$ cat src/sgm_defs.svh
// register offsets, field positions, widths and reset values of the signal modulator
`ifndef SGM_DEFS_SVH
`define SGM_DEFS_SVH

`define SGM_ADDR_W 8
`define SGM_DATA_W 32

`define SGM_OFS_CTRL0 8'h00
`define SGM_OFS_CTRL1 8'h04
`define SGM_OFS_MODSRC 8'h08
`define SGM_OFS_CARRIER_HIGH 8'h0C
`define SGM_OFS_CARRIER_LOW 8'h10

`define SGM_CTRL0_EN 7
`define SGM_CTRL0_OUT 5
`define SGM_CTRL0_OINV 4
`define SGM_CTRL0_BIT 0

`define SGM_CTRL1_CHINV 5
`define SGM_CTRL1_HIGH_CARRIER_SYNC_EN 4
`define SGM_CTRL1_CLINV 1
`define SGM_CTRL1_LOW_CARRIER_SYNC_EN 0

`define SGM_MS_W 5
`define SGM_CAR_W 4
`define SGM_MOD_SRCS 32
`define SGM_CAR_SRCS 16

`define SGM_MS_SOFT_BIT 5'h00
`define SGM_RST_MS 5'h00
`define SGM_RST_CAR 4'h0

`endif

$ cat src/sgm_pkg.sv
// types shared by the signal modulator
`default_nettype none

package sgm_pkg;

   typedef enum logic {
      SGM_CAR_LOW,
      SGM_CAR_HIGH
   } sgm_car_t;

endpackage : sgm_pkg

`default_nettype wire

$ cat src/sgm_sync.sv
// two-flop level synchroniser for a bank of input levels
`timescale 1ns/1ns
`default_nettype none

module sgm_sync #(
   parameter int W = 1
) (
   input wire logic clk_i,
   input wire logic srst_i,
   input wire logic [W-1:0] d_i,
   output logic [W-1:0] q_o
);

   logic [W-1:0] meta_q;

   always_ff @(posedge clk_i) begin
      if (srst_i) begin
         meta_q <= '0;
         q_o <= '0;
      end else begin
         meta_q <= d_i;
         q_o <= meta_q;
      end
   end

endmodule : sgm_sync

`default_nettype wire

$ cat src/sgm_pick.sv
// source selector: picks one level out of a bank by index
`timescale 1ns/1ns
`default_nettype none

module sgm_pick #(
   parameter int N = 16,
   parameter int SW = 4
) (
   input wire logic [N-1:0] src_i,
   input wire logic [SW-1:0] sel_i,
   output logic pick_o
);

   always_comb begin
      pick_o = src_i[sel_i];
   end

endmodule : sgm_pick

`default_nettype wire

$ cat src/sgm_modulator.sv
// signal modulator: apb registers, source selection, carrier switching and output mixing
`timescale 1ns/1ns
`default_nettype none
`include "sgm_defs.svh"

module sgm_modulator (
   input wire logic CLOCK_I,
   input wire logic SRST_I,
   input wire logic PSEL_I,
   input wire logic PENABLE_I,
   input wire logic PWRITE_I,
   input wire logic [`SGM_ADDR_W-1:0] PADDR_I,
   input wire logic [`SGM_DATA_W-1:0] PWDATA_I,
   output logic [`SGM_DATA_W-1:0] PRDATA_O,
   output logic PREADY_O,
   output logic PSLVERR_O,
   input wire logic [`SGM_MOD_SRCS-1:0] MOD_SRC_I,
   input wire logic [`SGM_CAR_SRCS-1:0] CARRIER_HIGH_SRC_I,
   input wire logic [`SGM_CAR_SRCS-1:0] CARRIER_LOW_SRC_I,
   output logic MODULATED_OUTPUT_PIN_O
);

   // register state
   logic en_q;
   logic out_inv_q;
   logic soft_bit_q;
   logic high_carrier_invert_q;
   logic high_carrier_sync_en_q;
   logic low_carrier_invert_q;
   logic low_carrier_sync_en_q;
   logic [`SGM_MS_W-1:0] mod_source_sel_q;
   logic [`SGM_CAR_W-1:0] high_carrier_sel_q;
   logic [`SGM_CAR_W-1:0] low_carrier_sel_q;

   // bus handshake
   logic access;
   logic wr_take;
   logic hit;
   logic [`SGM_DATA_W-1:0] rd_word;

   // datapath
   logic [`SGM_MOD_SRCS-1:0] mod_sync;
   logic [`SGM_CAR_SRCS-1:0] carrier_high_sync;
   logic [`SGM_CAR_SRCS-1:0] carrier_low_sync;
   logic mod_pick;
   logic carrier_high_pick;
   logic carrier_low_pick;
   logic modulator_signal;
   logic carrier_high;
   logic carrier_low;
   logic mix;
   logic out_q;
   sgm_pkg::sgm_car_t car_q;
   sgm_pkg::sgm_car_t car_d;

   function automatic logic addr_mapped(input logic [`SGM_ADDR_W-1:0] a);
      addr_mapped = (a == `SGM_OFS_CTRL0) || (a == `SGM_OFS_CTRL1) ||
                    (a == `SGM_OFS_MODSRC) || (a == `SGM_OFS_CARRIER_HIGH) ||
                    (a == `SGM_OFS_CARRIER_LOW);
   endfunction : addr_mapped

   // ---------------------------------------------------------------- apb slave
   // one wait state: ready rises in the second access cycle
   assign access = PSEL_I && PENABLE_I;
   assign wr_take = access && PREADY_O && PWRITE_I && hit;
   assign hit = addr_mapped(PADDR_I);

   always_ff @(posedge CLOCK_I) begin
      if (SRST_I) begin
         PREADY_O <= 1'b0;
         PSLVERR_O <= 1'b0;
      end else begin
         PREADY_O <= access && !PREADY_O;
         PSLVERR_O <= access && !PREADY_O && !hit;
      end
   end

   always_comb begin
      rd_word = '0;
      case (PADDR_I)
         `SGM_OFS_CTRL0: begin
            rd_word[`SGM_CTRL0_EN] = en_q;
            rd_word[`SGM_CTRL0_OUT] = out_q;
            rd_word[`SGM_CTRL0_OINV] = out_inv_q;
            rd_word[`SGM_CTRL0_BIT] = soft_bit_q;
         end
         `SGM_OFS_CTRL1: begin
            rd_word[`SGM_CTRL1_CHINV] = high_carrier_invert_q;
            rd_word[`SGM_CTRL1_HIGH_CARRIER_SYNC_EN] = high_carrier_sync_en_q;
            rd_word[`SGM_CTRL1_CLINV] = low_carrier_invert_q;
            rd_word[`SGM_CTRL1_LOW_CARRIER_SYNC_EN] = low_carrier_sync_en_q;
         end
         `SGM_OFS_MODSRC: begin
            rd_word[`SGM_MS_W-1:0] = mod_source_sel_q;
         end
         `SGM_OFS_CARRIER_HIGH: begin
            rd_word[`SGM_CAR_W-1:0] = high_carrier_sel_q;
         end
         `SGM_OFS_CARRIER_LOW: begin
            rd_word[`SGM_CAR_W-1:0] = low_carrier_sel_q;
         end
         default: begin
            rd_word = '0;
         end
      endcase
   end

   always_ff @(posedge CLOCK_I) begin
      if (SRST_I) begin
         PRDATA_O <= '0;
      end else if (access && !PREADY_O && !PWRITE_I) begin
         PRDATA_O <= rd_word;
      end
   end

   // ------------------------------------------------------------ control regs
   // enable, output invert and soft bit
   always_ff @(posedge CLOCK_I) begin
      if (SRST_I) begin
         en_q <= 1'b0;
         out_inv_q <= 1'b0;
         soft_bit_q <= 1'b0;
      end else if (wr_take && PADDR_I == `SGM_OFS_CTRL0) begin
         en_q <= PWDATA_I[`SGM_CTRL0_EN];
         out_inv_q <= PWDATA_I[`SGM_CTRL0_OINV];
         soft_bit_q <= PWDATA_I[`SGM_CTRL0_BIT];
      end
   end

   always_ff @(posedge CLOCK_I) begin
      if (SRST_I) begin
         high_carrier_invert_q <= 1'b0;
         high_carrier_sync_en_q <= 1'b0;
         low_carrier_invert_q <= 1'b0;
         low_carrier_sync_en_q <= 1'b0;
      end else if (wr_take && PADDR_I == `SGM_OFS_CTRL1) begin
         high_carrier_invert_q <= PWDATA_I[`SGM_CTRL1_CHINV];
         high_carrier_sync_en_q <= PWDATA_I[`SGM_CTRL1_HIGH_CARRIER_SYNC_EN];
         low_carrier_invert_q <= PWDATA_I[`SGM_CTRL1_CLINV];
         low_carrier_sync_en_q <= PWDATA_I[`SGM_CTRL1_LOW_CARRIER_SYNC_EN];
      end
   end

   // selections only change on their own writes
   always_ff @(posedge CLOCK_I) begin
      if (SRST_I) begin
         mod_source_sel_q <= `SGM_RST_MS;
         high_carrier_sel_q <= `SGM_RST_CAR;
         low_carrier_sel_q <= `SGM_RST_CAR;
      end else begin
         if (wr_take && PADDR_I == `SGM_OFS_MODSRC) begin
            mod_source_sel_q <= PWDATA_I[`SGM_MS_W-1:0];
         end
         if (wr_take && PADDR_I == `SGM_OFS_CARRIER_HIGH) begin
            high_carrier_sel_q <= PWDATA_I[`SGM_CAR_W-1:0];
         end
         if (wr_take && PADDR_I == `SGM_OFS_CARRIER_LOW) begin
            low_carrier_sel_q <= PWDATA_I[`SGM_CAR_W-1:0];
         end
      end
   end

   // --------------------------------------------------------------- sources
   // clean levels before the sync logic
   sgm_sync #(
      .W(`SGM_MOD_SRCS)
   ) u_sync_mod (
      .clk_i(CLOCK_I),
      .srst_i(SRST_I),
      .d_i(MOD_SRC_I),
      .q_o(mod_sync)
   );

   sgm_sync #(
      .W(`SGM_CAR_SRCS)
   ) u_sync_carrier_high (
      .clk_i(CLOCK_I),
      .srst_i(SRST_I),
      .d_i(CARRIER_HIGH_SRC_I),
      .q_o(carrier_high_sync)
   );

   sgm_sync #(
      .W(`SGM_CAR_SRCS)
   ) u_sync_carrier_low (
      .clk_i(CLOCK_I),
      .srst_i(SRST_I),
      .d_i(CARRIER_LOW_SRC_I),
      .q_o(carrier_low_sync)
   );

   // internal or pin sources by index
   sgm_pick #(
      .N(`SGM_MOD_SRCS),
      .SW(`SGM_MS_W)
   ) u_pick_mod (
      .src_i(mod_sync),
      .sel_i(mod_source_sel_q),
      .pick_o(mod_pick)
   );

   sgm_pick #(
      .N(`SGM_CAR_SRCS),
      .SW(`SGM_CAR_W)
   ) u_pick_carrier_high (
      .src_i(carrier_high_sync),
      .sel_i(high_carrier_sel_q),
      .pick_o(carrier_high_pick)
   );

   sgm_pick #(
      .N(`SGM_CAR_SRCS),
      .SW(`SGM_CAR_W)
   ) u_pick_carrier_low (
      .src_i(carrier_low_sync),
      .sel_i(low_carrier_sel_q),
      .pick_o(carrier_low_pick)
   );

   // modulator level: soft bit when disabled or selected
   always_comb begin
      if (!en_q || mod_source_sel_q == `SGM_MS_SOFT_BIT) begin
         modulator_signal = soft_bit_q;
      end else begin
         modulator_signal = mod_pick;
      end
   end

   // carriers grounded when disabled, else inverted as asked
   always_comb begin
      carrier_high = en_q && (carrier_high_pick ^ high_carrier_invert_q);
      carrier_low = en_q && (carrier_low_pick ^ low_carrier_invert_q);
   end

   // ------------------------------------------------------- carrier switching
   // with its sync enable set, hold the old carrier until its pulse is low
   always_comb begin
      car_d = car_q;
      case (car_q)
         sgm_pkg::SGM_CAR_LOW: begin
            if (modulator_signal && !(low_carrier_sync_en_q && carrier_low)) begin
               car_d = sgm_pkg::SGM_CAR_HIGH;
            end
         end
         sgm_pkg::SGM_CAR_HIGH: begin
            if (!modulator_signal && !(high_carrier_sync_en_q && carrier_high)) begin
               car_d = sgm_pkg::SGM_CAR_LOW;
            end
         end
         default: begin
            car_d = sgm_pkg::SGM_CAR_LOW;
         end
      endcase
   end

   always_ff @(posedge CLOCK_I) begin
      if (SRST_I) begin
         car_q <= sgm_pkg::SGM_CAR_LOW;
      end else begin
         car_q <= car_d;
      end
   end

   // active carrier gated by the next switch state (car_d, not car_q)
   always_comb begin
      if (car_d == sgm_pkg::SGM_CAR_HIGH) begin
         mix = carrier_high;
      end else begin
         mix = carrier_low;
      end
   end

   // mixing runs regardless of pin routing
   always_ff @(posedge CLOCK_I) begin
      if (SRST_I) begin
         out_q <= 1'b0;
         MODULATED_OUTPUT_PIN_O <= 1'b0;
      end else begin
         out_q <= mix ^ out_inv_q;
         MODULATED_OUTPUT_PIN_O <= mix ^ out_inv_q;
      end
   end
endmodule : sgm_modulator

`default_nettype wire

$ cat config.mk
export PLATFORM = sky130hd
export DESIGN_NAME = sgm_modulator
export DESIGN_NICKNAME = d
export VERILOG_FILES = /design/src/sgm_pkg.sv /design/src/sgm_sync.sv /design/src/sgm_pick.sv /design/src/sgm_modulator.sv
export VERILOG_INCLUDE_DIRS = /design/src
export SDC_FILE = /design/constraint.sdc
export NUM_CORES = 1
export LEC_CHECK = 0
export BUFFER_PORTS_ARGS = -buffer_cell sky130_fd_sc_hd__buf_4
export CAP_MARGIN = 40
export CORE_UTILIZATION = 41
export DETAILED_ROUTE_END_ITERATION = 12
export GPL_TIMING_DRIVEN = 0
export PLACE_DENSITY = 0.73
export SYNTH_ARGS = -nofsm -noshare
export SYNTH_HDL_FRONTEND = slang
export SYNTH_HIERARCHICAL = 1
export SYNTH_SLANG_ARGS = --single-unit
$ cat constraint.sdc
create_clock -name CLOCK_I -period 4.2 [get_ports CLOCK_I]
set_input_delay 1.26 -clock CLOCK_I [delete_from_list [all_inputs] [get_ports CLOCK_I]]
set_output_delay 1.26 -clock CLOCK_I [all_outputs]
set_load 0.01 [all_outputs]
=== Word level (Yosys, flattened, before mapping) ===
Index checks and enable logic that the tools add are counted.

* $lt $le $gt $ge: 3
* Equality and inequality tests: 4
* Muxes and demuxes: 17
* Bitwise logic cells: 4
* Reductions and logical operators: 32

{| class="wikitable"
|+ Operators by type and width
! kind !! count
|-
| $logic_and A1 B1 Y1 || 18
|-
| $eq A8 B4 Y1 const B || 2
|-
| $lt A4 B5 Y1 const B || 2
|-
| $bmux W1 S4 || 2
|-
| $eq A8 B3 Y1 const B || 1
|-
| $eq A8 B5 Y1 const B || 1
|-
| $logic_not A8 Y1 || 1
|-
| $mux W1 || 8
|-
| $logic_not A1 Y1 || 7
|-
| $lt A5 B6 Y1 const B || 1
|-
| $pmux W2 S3 || 1
|-
| $bmux W1 S5 || 1
|-
| $logic_not A5 Y1 || 1
|-
| $logic_or A1 B1 Y1 || 5
|-
| $pmux W1 S5 || 1
|-
| $pmux W1 S2 || 2
|-
| $pmux W1 S4 || 1
|-
| $pmux W1 S3 || 1
|-
| $xor A1 B1 Y1 || 3
|-
| $not A1 Y1 || 1
|}

* Flip-flop bits (word level): 159
* Input port bits: 109
* Output and inout port bits: 35
* Logic and storage cells: 81

=== Depth between registers and ports, before layout ===
* Word-level depth: 11
* Mapped depth: 10
* Gate-level depth less buffers: 8

=== Modules after synthesis ===
The synthesis kept the hierarchy.

{| class="wikitable"
|+ By module, submodules not included
! module !! times used !! cells each !! area an instance (µm²) !! seq. area each (µm²)
|-
| sgm_sync at u_sync_mod || 1 || 135 || 1,918.1 || 1,281.2
|-
| sgm_sync at u_sync_carrier_high ... || 2 || 67 || 863.3 || 640.6
|-
| sgm_modulator || 1 || 188 || 1,712.9 || 620.6
|-
| sgm_pick at u_pick_mod || 1 || 41 || 325.3 || 0.0
|-
| sgm_pick at u_pick_carrier_high ... || 2 || 7 || 135.1 || 0.0
|}

=== Least setup slack after synthesis ===
Ideal clock, no wire load.

* Path kind: in2reg
* Start: input port PADDR_I[2]
* End: register mod_source_sel_q[4]
* Library setup time: 0.128 ns
* Arrival time: 2.813 ns
* Data required time: 4.072 ns
* Setup slack: 1.260 ns
* Stages on the path: 7
* Path buffers: 3
* Path through: buf_6 or4_4 buf_6 or4b_4 buf_6 mux2i_1 nor2_1

* Longest elaborated chain between the ends: 7
* Elaborated cells between the ends (all ways): 11
* Those cells by class: eq/ne (4); reduce/logical (7)

{| class="wikitable"
|+ Ends and longest elaborated chain
! item !! RTL line !! text
|-
| from (decl) || sgm_modulator.sv:12 || <nowiki>input wire logic [`SGM_ADDR_W-1:0] PADDR_I,</nowiki>
|-
| $eq A8 B3 Y1 or $logic_not A8 Y1 (tied branches) || n/a ||
|-
| $logic_or A1 B1 Y1 (4 in a row) || sgm_modulator.sv:57 || <nowiki>addr_mapped = (a == `SGM_OFS_CTRL0) || (a == `SGM_OFS_CTRL1) ||</nowiki>
|-
| $logic_and A1 B1 Y1 || sgm_modulator.sv:65 || <nowiki>assign wr_take = access && PREADY_O && PWRITE_I && hit;</nowiki>
|-
| $logic_and A1 B1 Y1 (no source line) (*) || n/a ||
|-
| to (signal assigned) || sgm_modulator.sv:147 || <nowiki>mod_source_sel_q <= `SGM_RST_MS;</nowiki>
|-
| to (signal assigned) || sgm_modulator.sv:152 || <nowiki>mod_source_sel_q <= PWDATA_I[`SGM_MS_W-1:0];</nowiki>
|-
| to (decl) || sgm_modulator.sv:31 || <nowiki>logic [`SGM_MS_W-1:0] mod_source_sel_q;</nowiki>
|}

Every way passes the cells marked *; elsewhere a longest branch is shown, timed or not.
A chain may end at the register's enable or synchronous reset.

=== Worst setup path after layout ===
* Start: input port PADDR_I[4]
* End: register low_carrier_sel_q[1]

* Longest elaborated chain between the ends: 7
* Elaborated cells between the ends (all ways): 11
* Those cells by class: eq/ne (4); reduce/logical (7)

{| class="wikitable"
|+ Ends and longest elaborated chain
! item !! RTL line !! text
|-
| $eq A8 B3 Y1 or $logic_not A8 Y1 (tied branches) || n/a ||
|-
| $logic_or A1 B1 Y1 (4 in a row) || sgm_modulator.sv:57 ||
|-
| $logic_and A1 B1 Y1 || sgm_modulator.sv:65 ||
|-
| $logic_and A1 B1 Y1 (no source line) (*) || n/a ||
|-
| to (signal assigned) || sgm_modulator.sv:149 || <nowiki>low_carrier_sel_q <= `SGM_RST_CAR;</nowiki>
|-
| to (signal assigned) || sgm_modulator.sv:158 || <nowiki>low_carrier_sel_q <= PWDATA_I[`SGM_CAR_W-1:0];</nowiki>
|-
| to (decl) || sgm_modulator.sv:33 || <nowiki>logic [`SGM_CAR_W-1:0] low_carrier_sel_q;</nowiki>
|}

Marks and branches as above.

==> impl_metrics.tcl <==
set metrics [dict create \
    clock-skew-final_ns 0.004529 \
    cts_tree "done" \
    track_usage_pct 14.85 \
    cap_violations 0 \
    vias_per_cell 4.564 \
    status "finished, final reports clean" \
    drc 0 \
    portBuffers 92 \
    synth_area_leaders "dfxtp_1, nor2b_2, mux2i_1, nor2b_1, buf_4" \
    synth_top_area_share_pct 53.47 \
    n_antenna_cell 0 \
    post-dp-hpwl_um 7897 \
    critPathMaxFanout 10 \
    setup_viol 0 \
    r2r_start "high_carrier_sel_q[0]$_SDFFE_PP0P_" \
    gp_congestion 0.8224 \
    numCtsBuffers 17 \
    cts_hold_buf 0 \
    yosys_warnings 6 \
    worst_slew_pin_slew_ns 0.7417 \
    finalWorstPathRequiredPeriod_ns 2.699 \
    vdd_ir_drop_max_mv 0.2735 \
    cpPeakStageDelay_ns 0.48 \
    path_cells "buf_4 > clkbuf_1 > nor3b_1 > or4b_1 > clkbuf_1 > mux2i_1 > nor2_1" \
    cts.clk_slew.worst_paths_ns 0.06 \
    crit_buf_inv 3 \
    async_flop_share_pct 0 \
    synth_cell_type_count 53 \
    die_height_um 122.5 \
    hp-class "reg2reg" \
    cpMostUsedCell "clkbuf_1" \
    synth_seq_cells 159 \
    rows 43 \
    pin_count 144 \
    holdPathStages 1 \
    r2r_end "out_q$_SDFF_PP0_" \
    grt_max_degree 17 \
    grt_overflow 0 \
    routedWlPerCell_um 12.75 \
    cpMaxStageDelayCell "or4b_1" \
    fin_util_pct 54.38 \
    synth_ff_type "dfxtp_1" \
    max_freq_ghz 0.3704 \
    crit_family "simple AND/OR/NAND/NOR gates" \
    postSynthCellCount 512 \
    cts_sinks 159 \
    ys_seq_area_share_pct 53.47 \
    end_kind "flop" \
    start_kind "input port" \
    grt_pass1_vias 3629 \
    worstPathRequired_ns 4.50 \
    power_density_nw_per_um2 460.5 \
    netlist_area_um2 5953 \
    ant_nets 0 \
    die-area_um2 15010 \
    totalWireLength_um 10710 \
    relSlewSlack_pct 50.18 \
    hold_end "u_sync_carrier_low/q_o[3]$_SDFF_PP0_" \
    fin_tns_setup_ns 0 \
    cp_data_arrival_time_ns 2.99 \
    rr_worst_depth 7 \
    rsz0062_at_grt "false" \
    fill_cells 1200 \
    num_vias 3834 \
    clk_latency_ns 0.42 \
    die_x_um 122.5 \
    coreArea_um2 14040 \
    p_leak_nw 3.228 \
    area_delta_synth_final_pct 28.27 \
    ctsResizeCount 0 \
    cts_setup_buffers 0 \
    finalMaxSlewViolations 0 \
    yosysTopAreaCell "dfxtp_1" \
    finalCritPeriodShare_pct 64.27 \
    start_util_pct 42.40 \
    path_class "in2reg" \
    drt-pass1-iter-count 4 \
    nNetsFinal 756 \
    hold_viol_final 0 \
    drt-initial-drc-count 168 \
    synth_edf_count 0 \
    h-tree-depth 4 \
    clockRootBuffer "clkbuf_16" \
    drive_gt1_share_pct 35.30 \
    grt_first_pass_wirelength_um 16690 \
    reg2reg_setup_slack_ns 1.71 \
    clock_path_buffers 2 \
    min_from "u_sync_carrier_low/meta_q[3]$_SDFF_PP0_" \
    antenna_found_initial 0 \
    syn_avg_cell_area_um2 11.63 \
]
==> sequential cells by signal, summed over array words and instances (netlist names), 4 cells and up <==
| signal | count |
|---|---|
| u_sync_carrier_high/q_o | 16 |
| mod_source_sel_q | 5 |
| u_sync_mod/meta_q | 32 |
| u_sync_mod/q_o | 32 |
| low_carrier_sel_q | 4 |
| u_sync_carrier_low/meta_q | 16 |
| u_sync_carrier_high/meta_q | 16 |
| u_sync_carrier_low/q_o | 16 |
| high_carrier_sel_q | 4 |
| PRDATA_O | 7 |
==> area by class of cell <==
cell class	count	area (um2)	area share [%]
plain buffers	52	425.4	5.571
clock buffers	19	442.9	5.800
clock inverters	13	234.0	3.064
inverters	1	3.754	0.04916
multi-input cells	324	2431	31.84
flip-flops and latches	159	3183	41.68
well taps	180	225.2	2.949
repair buffers	92	690.7	9.045
==> routing by layer <==
metal / GRT usage [%] / routed length [um]
met1: 18.24 / 4933
met2: 24.05 / 5100
met3: 4.322 / 512
met4: 6.555 / 167
met5: 0 / 0
==> worst max-delay path by stage <==
| stage | start | end | slack (ns) | depth (start not counted) |
|---|---|---|---|---|
| after floorplan | PADDR_I[2] | mod_source_sel_q[4]$_SDFFE_PP0P_ | 1.26 | 7 |
| after global placement | PADDR_I[5] | high_carrier_sel_q[0]$_SDFFE_PP0P_ | 1.15 | 6 |
| after detailed placement | PADDR_I[4] | low_carrier_sel_q[0]$_SDFFE_PP0P_ | 1.09 | 7 |
| after CTS | PADDR_I[4] | low_carrier_sel_q[0]$_SDFFE_PP0P_ | 1.53 | 7 |
| after global routing | PADDR_I[4] | low_carrier_sel_q[3]$_SDFFE_PP0P_ | 1.38 | 7 |
| final | PADDR_I[4] | low_carrier_sel_q[1]$_SDFFE_PP0P_ | 1.50 | 7 |
==> stage by stage <==
step / hold slack, ns / instances / power [W] / worst slack (ns) / instance area [um2]
2_1_floorplan: 0.4138 / 536 / 0.001740 / 1.260 / 6043
3_3_place_gp: 0.4184 / 808 / 0.001825 / 1.154 / 6959
3_5_place_dp: 0.4234 / 808 / 0.001832 / 1.095 / 6959
4_1_cts: 0.4377 / 840 / 0.003549 / 1.531 / 7636
5_1_grt: 0.4492 / 840 / 0.003636 / 1.378 / 7636
6_report: 0.4356 / 840 / 0.003517 / 1.501 / 7636
==> cells by family after synthesis <==
logic type             count (synthesis)  share of synthesized area, %
AND/OR/NAND/NOR                      211                         23.50
flip-flops                           159                         53.47
multiplexers                          54                         11.29
buffers and inverters                 53                         7.209
AO/OA/AOI/OAI                         32                         4.183
XOR/XNOR                               2                        0.2943
other                                  1                       0.06299
==> layout by cell type (no fill, tap or decap), drive strengths merged, types with 2 or more instances in the layout <==
cell      instances
nand3b            2
clkinv            2
a21oi             5
or3               4
nand3             4
clkinvlp          3
o311ai            2
nand2b            2
clkbuf           26
a211oi            2
nor4              3
mux2i            45
inv               3
or4b              3
nor3              9
nor2b           132
or4               3
bufinv            6
xnor2             2
dfxtp           159
mux4              8
conb             25
o2bb2ai           2
nor3b             3
a22oi             7
nand2            11
a22o              3
buf             137
nor2             29
==> synthesized netlist by cell type, types with 2 or more instances <==
| cell | number |
|---|---|
| nand2_1 | 11 |
| nor4_1 | 2 |
| a22o_1 | 3 |
| nor3_1 | 9 |
| mux4_1 | 8 |
| clkbuf_1 | 7 |
| mux2i_1 | 45 |
| a22oi_1 | 7 |
| o2bb2ai_1 | 2 |
| or4b_1 | 2 |
| buf_8 | 2 |
| or4_4 | 2 |
| nor2_1 | 29 |
| xnor2_1 | 2 |
| nand3_1 | 4 |
| nor3b_1 | 3 |
| a21oi_1 | 5 |
| nor2b_2 | 60 |
| nand2b_1 | 2 |
| or3_1 | 4 |
| nor2b_1 | 72 |
| dfxtp_1 | 159 |
| buf_6 | 10 |
| buf_4 | 31 |
| a211oi_1 | 2 |
| nand3b_1 | 2 |
==> worst register-to-register path, stage by stage (launching register included) <==
cell	delay, ns
dfxtp_1	0.52
mux4_1	0.63
mux2i_1	0.15
mux2i_1	0.13
xnor2_1	0.22
nor2_1	0.12
o311ai_0	0.39
o311ai_1	0.18
==> report_power, final <==
part / switching, W / internal (W) / total [W]
Combinational: 0.0000882 / 0.000129 / 0.000217
Sequential: 0.0000134 / 0.00157 / 0.00158
Clock: 0.000585 / 0.00113 / 0.00172
Total: 0.000687 / 0.00283 / 0.00352
Power figures use the tool's default switching activity.
